File: src/rtl/ofs_pkg.sv
// package: register map, pin slots, timing counts and state types of the output fault supervisor
package ofs_pkg;

    localparam int          OFS_NOUT        = 8;
    localparam int          OFS_AW          = 8;

    // register byte offsets
    localparam logic [7:0]  OFS_CTRL_OFF    = 8'h00;
    localparam logic [7:0]  OFS_STATUS_OFF  = 8'h04;
    localparam logic [7:0]  OFS_IRQ_ST_OFF  = 8'h08;
    localparam logic [7:0]  OFS_IRQ_CLR_OFF = 8'h0C;
    localparam logic [7:0]  OFS_IRQ_EN_OFF  = 8'h10;

    // control register fields
    localparam int          OFS_CTRL_CMD_LSB   = 0;
    localparam int          OFS_CTRL_SINK_LSB  = 8;
    localparam int          OFS_CTRL_SLEEP_BIT = 16;
    localparam logic [7:0]  OFS_CMD_RST        = 8'h00;
    localparam logic [7:0]  OFS_SINK_RST       = 8'hFF;

    // status register fields
    localparam int          OFS_ST_OL_LSB   = 0;
    localparam int          OFS_ST_OV_BIT   = 8;
    localparam int          OFS_ST_TRIM_BIT = 9;
    localparam int          OFS_ST_UV_BIT   = 10;
    localparam int          OFS_ST_LOW_BIT  = 11;

    // interrupt bits
    localparam int          OFS_IRQ_W      = 3;
    localparam int          OFS_IRQ_OL_BIT = 0;
    localparam int          OFS_IRQ_OV_BIT = 1;
    localparam int          OFS_IRQ_UV_BIT = 2;

    // slots of the pin synchroniser
    localparam int          OFS_PIN_CS   = 8;
    localparam int          OFS_PIN_UVL  = 9;
    localparam int          OFS_PIN_UVB  = 10;
    localparam int          OFS_PIN_OV   = 11;
    localparam int          OFS_PIN_LOW  = 12;
    localparam int          OFS_PIN_TRIM = 13;
    localparam int          OFS_PIN_W    = 14;
    // select idles high, so its slot resets high; every other slot resets low
    localparam logic [13:0] OFS_PIN_RST  = 14'h0100;

    // open-load filter: window 100 us to 450 us, the least time is used
    localparam int unsigned OFS_CLK_NS     = 50;
    localparam int unsigned OFS_FLT_MIN_NS = 100000;
    localparam int unsigned OFS_FLT_MAX_NS = 450000;
    localparam int unsigned OFS_FLT_CYC    = (OFS_FLT_MIN_NS + OFS_CLK_NS - 1) / OFS_CLK_NS;
    localparam int          OFS_TMR_W      = 12;
    localparam logic [11:0] OFS_TMR_LOAD   = 12'(OFS_FLT_CYC - 1);

    typedef enum logic [1:0] {
        OFS_TS_WAIT  = 2'b00,
        OFS_TS_ARMED = 2'b01
    } ofs_tmr_st_t;

    typedef struct packed {
        logic [7:0]           cmd;
        logic [7:0]           sink;
        logic                 sleep;
        logic [7:0]           ol_lat;
        logic [OFS_IRQ_W-1:0] irq_stat;
        logic [OFS_IRQ_W-1:0] irq_en;
        logic [OFS_TMR_W-1:0] tmr;
        ofs_tmr_st_t          st;
        logic                 cs_d;
        logic                 ov_d;
        logic                 uv_d;
        logic [31:0]          rdata;
    } ofs_state_t;

endpackage

File: src/rtl/ofs_sync_if.sv
// interface: raw pin levels in, synchronised levels out
`timescale 1ns/1ps
`default_nettype none
interface ofs_sync_if #(
    parameter int W = 1
);
    logic [W-1:0] raw;
    logic [W-1:0] stable;

    modport sync (input raw, output stable);
    modport user (output raw, input stable);
endinterface
`default_nettype wire

File: src/rtl/ofs_pin_sync.sv
// module: three-stage pin synchroniser, a level counts once stages two and three agree
`timescale 1ns/1ps
`default_nettype none
module ofs_pin_sync #(
    parameter int           W   = 1,
    parameter logic [W-1:0] RST = '0
) (
    input  wire logic pclk,
    input  wire logic presetn,
    ofs_sync_if.sync  pins
);
    typedef struct packed {
        logic [W-1:0] s1;
        logic [W-1:0] s2;
        logic [W-1:0] s3;
        logic [W-1:0] lvl;
    } ofs_sync_st_t;

    ofs_sync_st_t s_reg;
    ofs_sync_st_t s_next;

    always_comb begin
        s_next    = s_reg;
        s_next.s1 = pins.raw;
        s_next.s2 = s_reg.s1;
        s_next.s3 = s_reg.s2;
        for (int i = 0; i < W; i++) begin
            if (s_reg.s2[i] == s_reg.s3[i]) begin
                s_next.lvl[i] = s_reg.s3[i];
            end
        end
    end

    always_ff @(posedge pclk or negedge presetn) begin
        if (!presetn) begin
            // each stage resets to the pin's idle level, so release of reset makes no false edge
            s_reg <= {RST, RST, RST, RST};
        end else begin
            s_reg <= s_next;
        end
    end

    assign pins.stable = s_reg.lvl;
endmodule
`default_nettype wire

File: src/rtl/ofs_top.sv
// module: output fault supervisor with open-load filter, supply shutdown and apb registers
// What this block does
// - open load is checked only on outputs whose command bit is low
// - each output has its own comparator and its own fault flag
// - pull-down sinks are on from power-up; detection needs the sink on
// - an output with its sink off reports open load as 0
// - sinks go off only in sleep or by a software write
// - comparators are filtered by a delay of 100 to 450 us
// - each chip-select rising edge restarts the delay; comparators ignored till expiry
// - a fault stays latched after its cause leaves, until the host reads it
// - logic or battery under-voltage forces outputs off and resets control
// - low battery keeps the commanded outputs; its status is flagged only
// - battery over-voltage holds all outputs off until the supply recovers
// - trim flag is reported: 0 untrimmed, 1 trimmed
// - battery over-voltage flag is reported: 1 present, 0 fine
`timescale 1ns/1ps
`default_nettype none
module ofs_top
    import ofs_pkg::*;
(
    input  wire logic          pclk,
    input  wire logic          presetn,
    input  wire logic [7:0]    paddr,
    input  wire logic          psel,
    input  wire logic          penable,
    input  wire logic          pwrite,
    input  wire logic [31:0]   pwdata,
    output logic      [31:0]   prdata,
    output logic               pready,
    output logic               pslverr,
    input  wire logic [7:0]    ol_cmp_pin,
    input  wire logic          cs_pin,
    input  wire logic          uv_logic_pin,
    input  wire logic          uv_battery_supply_pin,
    input  wire logic          ov_battery_supply_pin,
    input  wire logic          low_battery_supply_pin,
    input  wire logic          osc_trimmed_pin,
    output logic      [7:0]    out_en,
    output logic      [7:0]    sink_en,
    output logic               irq
);

    function automatic logic ofs_hit(input logic [7:0] a);
        ofs_hit = (a == OFS_CTRL_OFF) || (a == OFS_STATUS_OFF) || (a == OFS_IRQ_ST_OFF)
               || (a == OFS_IRQ_CLR_OFF) || (a == OFS_IRQ_EN_OFF);
    endfunction

    ofs_sync_if #(.W(OFS_PIN_W)) pins_if ();

    ofs_state_t         s_reg;
    ofs_state_t         s_next;
    logic [7:0]         cmp;
    logic               cs_s;
    logic               uv_s;
    logic               ov_s;
    logic               low_s;
    logic               trim_s;
    logic               acc;
    logic               setup;
    logic               wr;
    logic               rd_status;
    logic               cs_rise;
    logic               armed;
    logic [7:0]         sink_eff;
    logic [7:0]         fault_now;
    logic [7:0]         ol_stat;
    logic [OFS_IRQ_W-1:0] ev;

    assign pins_if.raw = {osc_trimmed_pin, low_battery_supply_pin, ov_battery_supply_pin,
                          uv_battery_supply_pin, uv_logic_pin, cs_pin, ol_cmp_pin};

    // select resets to its idle high level, so release of reset is not taken for a frame end
    ofs_pin_sync #(
        .W   (OFS_PIN_W),
        .RST (OFS_PIN_RST)
    ) u_sync (
        .pclk    (pclk),
        .presetn (presetn),
        .pins    (pins_if)
    );

    assign cmp    = pins_if.stable[7:0];
    assign cs_s   = pins_if.stable[OFS_PIN_CS];
    assign uv_s   = pins_if.stable[OFS_PIN_UVL] | pins_if.stable[OFS_PIN_UVB];
    assign ov_s   = pins_if.stable[OFS_PIN_OV];
    assign low_s  = pins_if.stable[OFS_PIN_LOW];
    assign trim_s = pins_if.stable[OFS_PIN_TRIM];

    assign acc       = psel & penable;
    assign setup     = psel & ~penable;
    assign wr        = acc & pwrite;
    assign rd_status = acc & ~pwrite & (paddr == OFS_STATUS_OFF);
    assign cs_rise   = cs_s & ~s_reg.cs_d;
    assign armed     = (s_reg.st == OFS_TS_ARMED);

    // sleep gates every sink without touching the stored enables
    assign sink_eff = s_reg.sink & ~{8{s_reg.sleep}};

    // bitwise, so each output's comparator stands alone
    assign fault_now = cmp & ~s_reg.cmd & sink_eff & {8{armed}};

    assign ol_stat = s_reg.ol_lat & sink_eff;

    always_comb begin
        s_next      = s_reg;
        s_next.cs_d = cs_s;
        s_next.ov_d = ov_s;
        s_next.uv_d = uv_s;
        ev          = '0;

        // filter timer, restarted by every chip-select rise
        case (s_reg.st)
            OFS_TS_WAIT: begin
                if (cs_rise) begin
                    s_next.tmr = OFS_TMR_LOAD;
                end else if (s_reg.tmr == '0) begin
                    s_next.st = OFS_TS_ARMED;
                end else begin
                    s_next.tmr = s_reg.tmr - 12'h001;
                end
            end
            OFS_TS_ARMED: begin
                if (cs_rise) begin
                    s_next.st  = OFS_TS_WAIT;
                    s_next.tmr = OFS_TMR_LOAD;
                end
            end
            default: begin
                s_next.st  = OFS_TS_WAIT;
                s_next.tmr = OFS_TMR_LOAD;
            end
        endcase

        // a fault present at the read stays latched, so a set wins over the clear
        if (rd_status) begin
            s_next.ol_lat = fault_now;
        end else begin
            s_next.ol_lat = s_reg.ol_lat | fault_now;
        end

        ev[OFS_IRQ_OL_BIT] = |(fault_now & ~s_reg.ol_lat);
        ev[OFS_IRQ_OV_BIT] = ov_s & ~s_reg.ov_d;
        ev[OFS_IRQ_UV_BIT] = uv_s & ~s_reg.uv_d;

        if (wr) begin
            case (paddr)
                OFS_CTRL_OFF: begin
                    s_next.cmd   = pwdata[OFS_CTRL_CMD_LSB +: 8];
                    s_next.sink  = pwdata[OFS_CTRL_SINK_LSB +: 8];
                    s_next.sleep = pwdata[OFS_CTRL_SLEEP_BIT];
                end
                OFS_IRQ_CLR_OFF: begin
                    s_next.irq_stat = s_reg.irq_stat & ~pwdata[OFS_IRQ_W-1:0];
                end
                OFS_IRQ_EN_OFF: begin
                    s_next.irq_en = pwdata[OFS_IRQ_W-1:0];
                end
                default: begin
                    s_next.irq_en = s_reg.irq_en;
                end
            endcase
        end
        s_next.irq_stat = s_next.irq_stat | ev;

        // under-voltage takes precedence over a control register write in the same cycle
        if (uv_s) begin
            s_next.cmd   = OFS_CMD_RST;
            s_next.sink  = OFS_SINK_RST;
            s_next.sleep = 1'b0;
        end

        // read data is captured in the setup cycle so prdata comes from a flop
        if (setup) begin
            case (paddr)
                OFS_CTRL_OFF:   s_next.rdata = {15'h0000, s_reg.sleep, s_reg.sink, s_reg.cmd};
                OFS_STATUS_OFF: s_next.rdata = {20'h00000, low_s, uv_s, trim_s, ov_s, ol_stat};
                OFS_IRQ_ST_OFF: s_next.rdata = {29'h00000000, s_reg.irq_stat};
                OFS_IRQ_EN_OFF: s_next.rdata = {29'h00000000, s_reg.irq_en};
                default:        s_next.rdata = 32'h00000000;
            endcase
        end
    end

    always_ff @(posedge pclk or negedge presetn) begin
        if (!presetn) begin
            s_reg          <= '0;
            s_reg.cmd      <= OFS_CMD_RST;
            s_reg.sink     <= OFS_SINK_RST;
            s_reg.st       <= OFS_TS_WAIT;
            s_reg.tmr      <= OFS_TMR_LOAD;
            s_reg.cs_d     <= 1'b1;
        end else begin
            s_reg <= s_next;
        end
    end

    // low battery is deliberately not a gate: the command still drives the outputs
    assign out_en  = s_reg.cmd & ~{8{ov_s | uv_s}};
    assign sink_en = sink_eff;
    assign prdata  = s_reg.rdata;
    assign pready  = 1'b1;
    assign pslverr = acc & ~ofs_hit(paddr);
    assign irq     = |(s_reg.irq_stat & s_reg.irq_en);

    // ---- assertions ----

    a_ol_cmd_off: assert property (@(posedge pclk) disable iff (!presetn)
        (s_reg.ol_lat & ~$past(s_reg.ol_lat) & $past(s_reg.cmd)) == 8'h00)
        else $error("open load latched on an output commanded on");

    a_ol_per_out: assert property (@(posedge pclk) disable iff (!presetn)
        !rd_status |=> ((s_reg.ol_lat ^ $past(s_reg.ol_lat)) & ~$past(fault_now)) == 8'h00)
        else $error("open load flag changed without its own comparator");

    a_sink_pwrup: assert property (@(posedge pclk) disable iff (!presetn)
        $rose(presetn) |-> s_reg.sink == OFS_SINK_RST)
        else $error("sinks not enabled after reset");

    a_sink_zero: assert property (@(posedge pclk) disable iff (!presetn)
        (ol_stat & ~sink_en) == 8'h00)
        else $error("open load reported with sink off");

    a_sink_off_cause: assert property (@(posedge pclk) disable iff (!presetn)
        (|($past(sink_en) & ~sink_en)) |-> ($past(wr) && $past(paddr) == OFS_CTRL_OFF))
        else $error("sink turned off without a write");

    a_tmr_restart: assert property (@(posedge pclk) disable iff (!presetn)
        cs_rise |=> (s_reg.st == OFS_TS_WAIT) && (s_reg.tmr == OFS_TMR_LOAD))
        else $error("filter timer not restarted by chip select");

    a_tmr_blind: assert property (@(posedge pclk) disable iff (!presetn)
        cs_rise ##1 (!cs_rise)[*8] |-> fault_now == 8'h00)
        else $error("comparator seen before filter delay");

    a_ol_hold: assert property (@(posedge pclk) disable iff (!presetn)
        !rd_status |=> (s_reg.ol_lat & $past(s_reg.ol_lat)) == $past(s_reg.ol_lat))
        else $error("latched open load lost without a read");

    a_rd_clear: assert property (@(posedge pclk) disable iff (!presetn)
        rd_status |=> s_reg.ol_lat == $past(fault_now))
        else $error("read did not clear stale open load flags");

    a_uv_reset: assert property (@(posedge pclk) disable iff (!presetn)
        uv_s |-> out_en == 8'h00 ##1 (s_reg.cmd == OFS_CMD_RST && s_reg.sink == OFS_SINK_RST))
        else $error("under-voltage did not reset control");

    a_low_run: assert property (@(posedge pclk) disable iff (!presetn)
        (low_s && !ov_s && !uv_s) |-> out_en == s_reg.cmd)
        else $error("low battery altered commanded outputs");

    a_ov_off: assert property (@(posedge pclk) disable iff (!presetn)
        ov_s |-> out_en == 8'h00)
        else $error("outputs on during over-voltage");

    a_trim_flag: assert property (@(posedge pclk) disable iff (!presetn)
        (setup && paddr == OFS_STATUS_OFF) |=> prdata[OFS_ST_TRIM_BIT] == $past(trim_s))
        else $error("trim flag misreported");

    a_ov_flag: assert property (@(posedge pclk) disable iff (!presetn)
        (setup && paddr == OFS_STATUS_OFF) |=> prdata[OFS_ST_OV_BIT] == $past(ov_s))
        else $error("over-voltage flag misreported");

    a_fault_cmd_on: assert property (@(posedge pclk) disable iff (!presetn)
        (fault_now & s_reg.cmd) == 8'h00)
        else $error("comparator seen on an output commanded on");

    a_ol_sink_gate: assert property (@(posedge pclk) disable iff (!presetn)
        (s_reg.ol_lat & ~$past(s_reg.ol_lat) & ~$past(sink_en)) == 8'h00)
        else $error("open load latched with its sink off");

    a_sleep_sink: assert property (@(posedge pclk) disable iff (!presetn)
        s_reg.sleep |-> sink_en == 8'h00)
        else $error("sink left on in sleep");

    a_tmr_bound: assert property (@(posedge pclk) disable iff (!presetn)
        (s_reg.st == OFS_TS_WAIT) |-> s_reg.tmr <= OFS_TMR_LOAD)
        else $error("filter timer beyond its load value");

    a_armed_only: assert property (@(posedge pclk) disable iff (!presetn)
        !armed |-> fault_now == 8'h00)
        else $error("comparator used before timer expiry");

    a_ol_report: assert property (@(posedge pclk) disable iff (!presetn)
        (setup && paddr == OFS_STATUS_OFF) |=> prdata[7:0] == $past(ol_stat))
        else $error("latched open load not reported");

    a_uv_ctrl: assert property (@(posedge pclk) disable iff (!presetn)
        uv_s |=> (!s_reg.sleep && s_reg.cmd == OFS_CMD_RST))
        else $error("under-voltage left sleep or command set");

    a_uv_flag: assert property (@(posedge pclk) disable iff (!presetn)
        (setup && paddr == OFS_STATUS_OFF) |=> prdata[OFS_ST_UV_BIT] == $past(uv_s))
        else $error("under-voltage flag misreported");

    a_low_flag: assert property (@(posedge pclk) disable iff (!presetn)
        (setup && paddr == OFS_STATUS_OFF) |=> prdata[OFS_ST_LOW_BIT] == $past(low_s))
        else $error("low battery flag misreported");

    a_cmd_kept_ov: assert property (@(posedge pclk) disable iff (!presetn)
        (ov_s && !uv_s && !wr) |=> s_reg.cmd == $past(s_reg.cmd))
        else $error("command lost during over-voltage");

    a_ov_recover: assert property (@(posedge pclk) disable iff (!presetn)
        (!ov_s && !uv_s) |-> out_en == s_reg.cmd)
        else $error("outputs not restored after supply recovery");

endmodule
`default_nettype wire

File: config.mk
export PLATFORM = sky130hd
export DESIGN_NAME = ofs_top
export DESIGN_NICKNAME = d
export VERILOG_FILES = /design/src/rtl/ofs_pkg.sv /design/src/rtl/ofs_sync_if.sv /design/src/rtl/ofs_pin_sync.sv /design/src/rtl/ofs_top.sv
export SDC_FILE = /design/constraint.sdc
export NUM_CORES = 1
export LEC_CHECK = 0
export BUFFER_PORTS_ARGS = -buffer_cell sky130_fd_sc_hd__buf_2
export CAP_MARGIN = 5
export CORE_UTILIZATION = 58
export CTS_BUF_LIST = sky130_fd_sc_hd__clkbuf_16
export DETAILED_ROUTE_END_ITERATION = 10
export MAX_ROUTING_LAYER = met4
export PLACE_DENSITY = 0.84
export SYNTH_ARGS = -nofsm -noshare
export SYNTH_HDL_FRONTEND = slang
export SYNTH_HIERARCHICAL = 1
export SYNTH_SLANG_ARGS = --single-unit
File: constraint.sdc
create_clock -name pclk -period 2.75 [get_ports pclk]
set_input_delay 0.55 -clock pclk [delete_from_list [all_inputs] [get_ports pclk]]
set_output_delay 0.55 -clock pclk [all_outputs]
set_load 0.01 [all_outputs]
# After elaboration in Yosys (flattened, before gate mapping)
# Cells that the tools add are included.
# totals
input_bits	59
elab_cells	115
register_bits	136
# op_classes
n_addsub	1
n_reduce_logical	15
n_bitwise	33
n_eq_ne	23
n_mux	14
# ops
cell	count
case mux 17 bit (4 select lines)	1
bitwise AND 8 bit	7
2-to-1 mux 17 bit	3
inverter 8 bit	4
case mux 14 bit (2 select lines)	1
2-to-1 mux 12 bit	2
equality test 8 x 4 -> 1 bit, second input constant	2
equality test 1 bit	14
2-to-1 mux 14 bit	1
logical NOT 12 bit	1
subtractor 12 x 1 -> 12 bit, second input constant	1
bitwise AND 1 bit	9
equality test 8 x 3 -> 1 bit, second input constant	1
equality test 8 x 5 -> 1 bit, second input constant	1
logical NOT 8 bit	1
2-to-1 mux 8 bit	1
bitwise OR 8 bit	1
OR reduction 8 bit	1
bitwise AND 3 bit	2
2-to-1 mux 3 bit	2
2-to-1 mux 6 bit	1
!= test 2 bit, second input constant	3
inverter 1 bit	6
AND reduction 2 bit	3
11 further kinds	17

# Depth between registers and ports, before layout
# Gate-level depths: netlist of run 1.
# logic_depth
depth_word	7
mapped_depth	6
depth_no_buf	6

# Hierarchy
# The synthesis of run 1 kept the hierarchy.
# by_module_without_submodules
module	cells_each	area_each_um2	seq_area_each_um2	n_inst
ofs_top	339	3477.1	1624.1	1
ofs_pin_sync	84	1669.1	1406.3	1

# Worst setup path after synthesis of run 1
# OpenSTA, ideal clock, no wires.
# synth_path
path_kind	input-to-reg
start	in paddr[3]
end	reg s_reg[55] in the netlist's numbering
setup_slack_ns	0.837
required_time_ns	2.628
arrival_time_ns	1.792
cell_stages	6
n_path_buf	2
path_cell_list	buf_2 -> nor3_1 -> nand4b_1 -> or3_1 -> clkbuf_1 -> a32o_1
# synth_lines
item	line	source
start: declaration	ofs_top.sv:23	input wire logic [7:0] paddr,
end signal: assignment	ofs_top.sv:193	s_reg <= s_next;
end: declaration	ofs_top.sv:50	ofs_state_t s_reg;

==> summary.txt, run 1 <==
CTS
  – # hold bufs at CTS: 0
  – Clock slew at reported path FFs: 0.05 ns
  – Clk sink count: 120
  – H-tree depth: 4
  – Post-CTS Resized: 0
  – CTS root buf: clkbuf_16
  – Setup bufs post-CTS: 0
  – Longest Clk Path Bufs: 2
  – Clock latency on the worst-skew pair: 0.41 ns
  – Inserted Clock Buffers: 17
  – CTS tree: yes

Drt
  – WL met1: 4.562 mm
  – Total Wirelength: 10.84 mm
  – Max Used Layer: met4
  – Via Count: 3508
  – Wire length on met2: 5.195 mm
  – Via/cell ratio: 5.916
  – Metal3 WL: 743 µm
  – DRC Markers: 0
  – 1st-iter DRT viols: 337
  – Drt pass-1 iters: 5
  – Post-route ant nets: 0
  – Average routed wire per standard cell: 18.28 µm

STA
  – Max-slew headroom: 47.56%
  – RSZ-0062 raised after global routing: no
  – Fin. Hold Viols: 0
  – Worst Max-Slew Pin Slew: 0.7850 ns
  – Slew Limit Fails: 0
  – Post-Route Skew: 0.009008 ns
  – Fin crit period: 2.558 ns
  – Setup TNS Final: 0 ns
  – Final Setup Violations: 0
  – FMAX: 391.0 MHz
  – Fin crit share: 93.00%

Logic synthesis
  – Netlist cell types: 55
  – Xor and xnor area share after synthesis: 0%
  – Register area share after synthesis: 58.89%
  – Ys flop type: dfrtp_1
  – Mux share of post-synthesis cell area: 2.310%
  – Largest family of logic cells by synthesized area: simple AND/OR/NAND/NOR gates
  – Share of the synthesized area in the top cell type: 47.65%
  – Syn avg cell area: 12.17 µm²
  – Simple-gate area share of the yosys netlist: 14.17%
  – YS warnings: 6
  – Synthesized flop and latch total: 120
  – Synth top area cells: dfrtp_1 (48%), dfstp_2 (11%), buf_4 (7.0%)
  – Ys async rst share: 100.0%
  – Number of flops mapped to enable cells by yosys: 0
  – Mapped cell area: 5146 µm²
  – Post-Syn Instances: 423
  – Post-synthesis compound-gate area fraction: 11.79%
  – Synth area leader: dfrtp_1
  – Adder-Cell Fraction of Synth Area: 3.744%

Min path
  – Hold crit path type: input port to async pin

Layout
  – Largest register FFs: 47
  – Fin nets: 536
  – Layout area overhead: 14.93%
  – Commonest non-fill, non-tap cell in the layout: dfrtp_1
  – FILL cells: 548
  – Most frequent cells in the layout: dfrtp_1 (98), buf_2 (77), nand2_1 (32)
  – # diodes: 0
  – Final Util: 70.56%
  – Share of cells above drive strength 1: 32.99%

Setup path
  – R2r startpoint: s_reg[37]
  – WP data required: 2.20 ns
  – WS Path Type: flip-flop to output pin
  – Worst R2R End: s_reg[38]
  – Critical Path Source Type: flip-flop
  – CP Capture Type: output pin
  – R2R setup slack: 0.85 ns
  – CP arrival: 2.01 ns
  – Reg2Reg Depth: 5
  – CP max FO: 8

Die
  – DIE AREA: 9253 µm²
  – Site row count: 33
  – Die H: 96.20 µm
  – Initial Util: 61.40%
  – I/O pin count: 110
  – Core area: 8382 µm²
  – Die Width: 96.20 µm

Power
  – Pwr/cell area: 760.7 nW/µm²
  – Static leakage: 2.709 nW
  – Tot Pwr: 4.499 mW
  – Peak VDD IR: 0.0004859 V

Placed design
  – Hpwl dp: 6.939 mm
  – Number of port buffers: 78
  – Gpl congestion: 0.8238

GRT
  – Largest net degree at the start of global routing: 121
  – Vias in the first global route: 3488
  – Number of antenna violations at the first check in global routing: 0
  – Gr usage total: 26.22%
  – GR Overflow Total: 0
  – First-pass GRT wire length: 17.40 mm

Status
  – Status: complete, no violations

Flow run
  – Max-Cap Viols: 0
[metrics by stage]
stage               hold WS (ns)  instance area [µm²]  setup slack (ns)  cells
finish                    0.2088                 5914            0.1924    593
global route              0.2219                 5914           0.01490    593
CTS                       0.2302                 5912           0.06337    593
detailed placement        0.3347                 5324            0.4399    561
global placement          0.3319                 5324            0.5007    561
floorplan                 0.2544                 5199            0.8369    437
[kinds of logic after synthesis]
| family | after synthesis |
|---|---|
| DFF | 120 |
| buffers and inverters | 70 |
| AOI/OAI and AO/OA | 79 |
| muxes | 11 |
| other | 2 |
| and+or+nand+nor | 124 |
| adders and majority gates | 17 |
[per-layer routing]
layer  track usage [%]  vias up
li1                  -     1553
met1             32.95     1740
met2             41.19      178
met3             6.556       37
met4             9.826        0
met5                 -        -
[worst max-delay path, stage by stage (launching register included)]
cell	delay, ns
dfrtp_1	0.38
nor2_1	0.35
inv_1	0.22
nor2_2	0.29
and2_1	0.21
buf_2	0.15
[cell usage after synthesis, types with 2 or more instances]
cell and instances:
nor2b_1 17, clkbuf_1 8, mux2i_1 4, o22a_1 9
a22o_1 21, nand4b_1 2, o2bb2ai_1 3, buf_6 2
nand3_1 5, dfrtp_1 98, a31oi_1 5, o21ai_0 15
a21o_1 3, inv_1 9, and2_1 12, nor3_1 9
maj3_2 14, a32o_1 4, ha_1 2, or3_1 3
conb_1 2, nand3b_1 3, a32oi_1 3, nor4_4 2
nor2_1 12, nand2b_1 6, mux2_2 7, nor4bb_1 2
buf_2 2, and4b_1 2, nand2_1 32, nor4_1 6
a211o_1 5, buf_4 48, a21oi_1 5, dfstp_2 22
[cell type report]
| class | count | area, µm² | area share [%] |
|---|---|---|---|
| clock buffer | 17 | 425.4 | 7.193 |
| clock inverter | 15 | 162.7 | 2.750 |
| inverter | 9 | 33.78 | 0.5712 |
| multi-input combinational | 247 | 1710 | 28.92 |
| sequential | 120 | 3030 | 51.24 |
| tap | 105 | 131.4 | 2.221 |
| timing repair buffer | 80 | 420.4 | 7.108 |
[report_power, final]
part           switching, mW  total [mW]  internal, mW
Clock                  0.775        2.18          1.41
Sequential            0.0956        1.99          1.89
Combinational          0.192       0.327         0.135
Total                   1.06        4.50          3.44
[worst max-delay path by stage]
stage | from | slack (ns) | end
after floorplan | paddr[3] | 0.84 | s_reg[55]
after global placement | paddr[5] | 0.50 | s_reg[77]
after detailed placement | paddr[5] | 0.44 | s_reg[75]
after CTS | u_sync/pins.stable[10] | 0.06 | out_en[1]
after global routing | u_sync/pins.stable[10] | 0.01 | out_en[1]
final | u_sync/pins.stable[10] | 0.19 | out_en[0]
(Power assumes the default switching activity.)
==> inputs of run 2 (changes only) <==
- CELL_PAD_IN_SITES_DETAIL_PLACEMENT: not set -> 0
- CELL_PAD_IN_SITES_GLOBAL_PLACEMENT: not set -> 1
- CORE_MARGIN: not set -> 5
- CORE_UTILIZATION: 58 -> 46
- PLACE_DENSITY: 0.84 -> not set
- PLACE_DENSITY_LB_ADDON: not set -> 0.1
==> run 2 against run 1 <==
  * Total power shrank 1.9%
  * Setup slack gained 0.28 ns
  * Critical path depth grew 2
  * Clock skew shrank 0.0022 ns
  * Die area grew 45%
  * Combinational power is essentially flat
  * First-iteration DRC count shrank 25%
  * Design area grew 0.72%
  * Global-route usage shrank 9.1 points
  * Critical endpoint is now out_en[7]
  * Highest routed layer unchanged
==> summary.txt, run 2 (synthesis results as in run 1) <==
Die
  – I/O pin count: 110
  – Core area: 10890 µm²
  – Initial Util: 47.27%
  – DIE AREA: 13400 µm²
  – Die Width: 115.8 µm
  – Die H: 115.8 µm
  – Site row count: 38

Power
  – Logic pwr share: 7.4%
  – Peak VDD IR: 0.0005597 V
  – Clock Power Share: 47.8%
  – Static leakage: 2.707 nW
  – Seq pwr share: 44.8%
  – Pwr/cell area: 741.1 nW/µm²
  – NetSw: 1.054 mW
  – Internal power: 3.361 mW
  – Sw Ratio: 23.87%

STA
  – Setup TNS Final: 0 ns
  – Fin crit period: 2.281 ns
  – Max-slew headroom: 47.49%
  – Final setup margin: 0.4694 ns
  – Post-Route Skew: 0.006773 ns
  – Fin. Hold Viols: 0
  – FMAX: 438.5 MHz
  – Fin crit share: 82.93%
  – Slew Limit Fails: 0
  – Worst Max-Slew Pin Slew: 0.7860 ns
  – Final Setup Violations: 0
  – RSZ-0062 raised after global routing: no

CTS
  – Setup bufs post-CTS: 0
  – CTS root buf: clkbuf_16
  – Inserted Clock Buffers: 17
  – Post-CTS Resized: 0
  – # hold bufs at CTS: 0
  – H-tree depth: 4
  – Clock latency on the worst-skew pair: 0.40 ns
  – Clk sink count: 120
  – CTS tree: yes
  – Longest Clk Path Bufs: 2
  – Clock slew at reported path FFs: 0.06 ns

Setup path
  – Critical Path Source Type: flip-flop
  – WS Path Type: flip-flop to output pin
  – CP max FO: 8
  – CP arrival: 1.73 ns
  – WP data required: 2.20 ns
  – CP Capture Type: output pin

Drt
  – Post-route ant nets: 0
  – DRC Markers: 0
  – 1st-iter DRT viols: 253
  – Average routed wire per standard cell: 16.56 µm
  – Via Count: 3255
  – Drt pass-1 iters: 5
  – Total Wirelength: 10.43 mm
  – Via/cell ratio: 5.167

Layout
  – Commonest non-fill, non-tap cell in the layout: dfrtp_1
  – Fin nets: 538
  – Share of cells above drive strength 1: 33.67%
  – Largest register FFs: 47
  – Most frequent cells in the layout: dfrtp_1 (98), buf_2 (77), nand2_1 (32)
  – Fin area: 5957 µm²
  – Layout area overhead: 15.75%
  – # diodes: 0
  – Layout Cells excl Fill: 630

Min path
  – Hold crit path type: input port to async pin

GRT
  – Number of antenna violations at the first check in global routing: 0
  – Largest net degree at the start of global routing: 121
  – GR Overflow Total: 0
  – First-pass GRT wire length: 16.91 mm
  – Gr usage total: 17.15%
  – Vias in the first global route: 3254

Status
  – Status: complete, no violations

Placed design
  – Hpwl dp: 7.491 mm
  – DP Area: 5383 µm²
  – Place WS: 0.4155 ns
  – Cells after DPL: 598
  – Number of port buffers: 78
  – Gpl congestion: 0.7867

Flow run
  – Max-Cap Viols: 0
-- run 2: cell count changes in the layout (fill, tap and decap cells not counted), sizes merged --
cell / change
clkinv: +1
bufinv: -1
buf: +2
-- run 2: through the flow --
step | total power [mW] | hold WS (ns) | util (%)
global route | 4.610 | 0.2260 | 54.71
CTS | 4.480 | 0.2277 | 54.71
floorplan | 2.234 | 0.2544 | -
finish | 4.415 | 0.2281 | 54.71
global placement | 2.324 | 0.3328 | 49.44
detailed placement | 2.336 | 0.3358 | 49.44
-- run 2: cell type report --
| type | instances | area [µm²] |
|---|---|---|
| clock buffer | 17 | 425.4 |
| clock inverter | 15 | 148.9 |
| fill | 945 | 4931 |
| inverter | 9 | 33.78 |
| multi-input combinational | 247 | 1708 |
| sequential | 120 | 3030 |
| tap | 140 | 175.2 |
| timing repair buffer | 82 | 435.4 |
-- run 2: routing by layer --
| layer | track usage [%] | routed length (µm) | up-vias |
|---|---|---|---|
| li1 | - | - | 1565 |
| met1 | 22.70 | 4729 | 1607 |
| met2 | 25.78 | 5047 | 74 |
| met3 | 4.543 | 553 | 9 |
| met4 | 5.878 | 101 | 0 |
| met5 | - | 0 | - |
-- run 2: final timing paths --
path,start,endpoint,slack [ns],depth (start not counted)
worst min register to register,u_sync/s_next[31],u_sync/s_next[17],0.35,0
min in group pclk,cs_pin,u_sync/s_next[36],0.25,1
worst max register to register,s_reg[37],s_reg[38],0.88,5
worst max-delay path,u_sync/pins.stable[10],out_en[7],0.47,7
worst min-delay path,presetn,u_sync/s_reg[26],0.23,2
max in group asynchronous,presetn,s_reg[52],2.07,2
-- run 2: critical path, cell delays in order (launching register included) --
cell and delay, ns:
dfrtp_1 0.39, nor2_1 0.10, buf_4 0.16, inv_1 0.11
nor2_1 0.10, buf_4 0.17, and2_1 0.15, buf_2 0.13
-- run 2: power groups by stage --
stage | logic, mW | clock network [mW] | registers (mW)
after CTS | 0.333 | 2.17 | 1.98
after floorplan | 0.254 | 0 | 1.98
final | 0.326 | 2.11 | 1.98
after detailed placement | 0.331 | 0 | 2.01
after global routing | 0.370 | 2.25 | 1.99
after global placement | 0.323 | 0 | 2.00
==> inputs of run 3 (changes only) <==
- CORE_UTILIZATION: 46 -> 43
- clock period: 2.75 -> 2.11 ns (I/O delays scaled with it)
==> run 3 against run 2 <==
  * Hold slack got worse by 0.12 ns
  * Total power is 28% higher
  * Design area grew 2.4%
  * Register-to-register slack got worse by 0.64 ns
  * Via count is 0.92% higher
  * Critical path depth is 1 lower
  * Final cell count is 3.7% higher
  * Non-clock buffer count is 16 higher
  * Critical path type unchanged
  * Highest routed layer unchanged
==> summary.txt, run 3 (synthesis results as in run 1) <==
STA
  – Post-Route Skew: 0.006089 ns
  – RSZ-0062 raised after global routing: no
  – Fin crit share: 96.34%
  – Fin crit period: 2.033 ns
  – Slew Limit Fails: 0
  – FMAX: 491.9 MHz
  – Final Setup Violations: 0
  – Fin. Hold Viols: 0
  – Setup TNS Final: 0 ns

CTS
  – Clock latency on the worst-skew pair: 0.41 ns
  – Clk sink count: 120
  – CTS tree: yes
  – H-tree depth: 4
  – Longest Clk Path Bufs: 2
  – Inserted Clock Buffers: 17
  – CTS root buf: clkbuf_16
  – Clock slew at reported path FFs: 0.06 ns

Setup path
  – Reg2Reg Depth: 5
  – WS Path Type: flip-flop to output pin
  – Most frequent CP cell: nor2_4
  – CP arrival: 1.61 ns
  – WP data required: 1.69 ns
  – Crit-path cells: nor2_4 -> inv_1 -> nor2_4 -> buf_4 -> and2_1 -> buf_2
  – R2R setup slack: 0.24 ns
  – Slowest cell on the critical path: dfrtp_1
  – CP max FO: 5
  – R2r startpoint: s_reg[37]
  – CP Capture Type: output pin
  – Critical Path Source Type: flip-flop
  – Worst R2R End: s_reg[38]
  – Slowest stage delay, CP: 0.41 ns

Drt
  – Via/cell ratio: 5.031
  – Total Wirelength: 10.69 mm
  – DRC Markers: 0
  – Post-route ant nets: 0
  – 1st-iter DRT viols: 131
  – Average routed wire per standard cell: 16.37 µm
  – Drt pass-1 iters: 4
  – Via Count: 3285

GRT
  – GR Overflow Total: 0
  – Vias in the first global route: 3338
  – Gr usage total: 16.03%
  – Number of antenna violations at the first check in global routing: 0
  – First-pass GRT wire length: 17.22 mm
  – Largest net degree at the start of global routing: 38

Status
  – Status: complete, no violations

Min path
  – Hold crit path type: input port to flip-flop
  – Worst min-delay path startpoint: cs_pin
  – Hold endpoint: u_sync/s_next[36]
  – Worst hold path depth: 1

Layout
  – Most frequent cells in the layout: dfrtp_1 (98), buf_2 (77), nand2_1 (32)
  – Fin area: 6101 µm²
  – # diodes: 0
  – Share of cells above drive strength 1: 36.17%
  – Fin nets: 554
  – Commonest non-fill, non-tap cell in the layout: dfrtp_1
  – FILL cells: 1076
  – Largest register FFs: 47
  – Layout area overhead: 18.55%

Die
  – Die Width: 119.4 µm
  – Initial Util: 43.39%
  – Die H: 119.4 µm
  – Core area: 11860 µm²
  – I/O pin count: 110
  – DIE AREA: 14260 µm²
  – Site row count: 40

Power
  – Pwr/cell area: 925.5 nW/µm²
  – Static leakage: 2.784 nW
  – Peak VDD IR: 0.0005498 V

Placed design
  – Number of port buffers: 78
  – DP Area: 5514 µm²
  – Gpl congestion: 0.8406
  – Hpwl dp: 8.046 mm

Flow run
  – Max-Cap Viols: 0
==> run 3: critical path, delay by kind of cell, from the launching register on <==
kind	cells	cell delay (ns)
and+or+nand+nor	3	0.43
buffers and inverters	3	0.36
DFF	1	0.41
==> run 3: layout make-up <==
cell class / count / area, µm² / share of cell area, %
repair buffers: 98 / 583.1 / 9.557
well taps: 147 / 183.9 / 3.015
clock buffers: 17 / 425.4 / 6.973
flip-flops and latches: 120 / 3030 / 49.67
clock inverters: 15 / 121.4 / 1.989
multi-input cells: 247 / 1723 / 28.24
inverters: 9 / 33.78 / 0.5537
==> run 3: report_power, final <==
group          switching (mW)  leakage [nW]  total (mW)  internal, mW
clock network            1.09         0.264        2.61          1.52
registers               0.112          1.42        2.58          2.47
logic                   0.254          1.09       0.457         0.203
total                    1.46          2.78        5.65          4.19
==> run 3: worst max path at each step <==
stage	startpoint	end	slack, ns	cells after the start
global route	u_sync/pins.stable[10]	out_en[7]	0.003	6
finish	u_sync/pins.stable[10]	out_en[7]	0.08	6
CTS	u_sync/pins.stable[10]	out_en[7]	0.005	6
global placement	paddr[5]	s_reg[66]	0.04	5
floorplan	paddr[3]	s_reg[55]	0.32	6
detailed placement	paddr[5]	s_reg[66]	0.02	5
==> run 3: what timing repair did <==
item / CTS / global route
hold endpoints to repair: 21 / 0
resized for setup: 4 / 0
pin swaps: 0 / 1
endpoints found under the setup margin: 8 / 1
hold buffers: 1 / 0
setup buffers: 0 / 2
==> run 3: per-stage QoR <==
step                std cells  util, %  power (mW)  setup slack (ns)  hold WS, ns
floorplan                 437        -       2.912            0.3249       0.1264
global placement          618    46.49       3.049           0.03996       0.3332
detailed placement        618    46.49       3.068           0.01559       0.3347
CTS                       651    51.31       5.714          0.005087      0.09571
global route              653    51.43       5.886          0.003051      0.08848
finish                    653    51.43       5.646           0.07718       0.1092
==> run 3: layer usage <==
layer | track usage, % | share of wire, %
met5 | - | 0
met4 | 4.868 | 1.2
met3 | 5.176 | 3.9
met2 | 25.29 | 49
met1 | 19.82 | 46
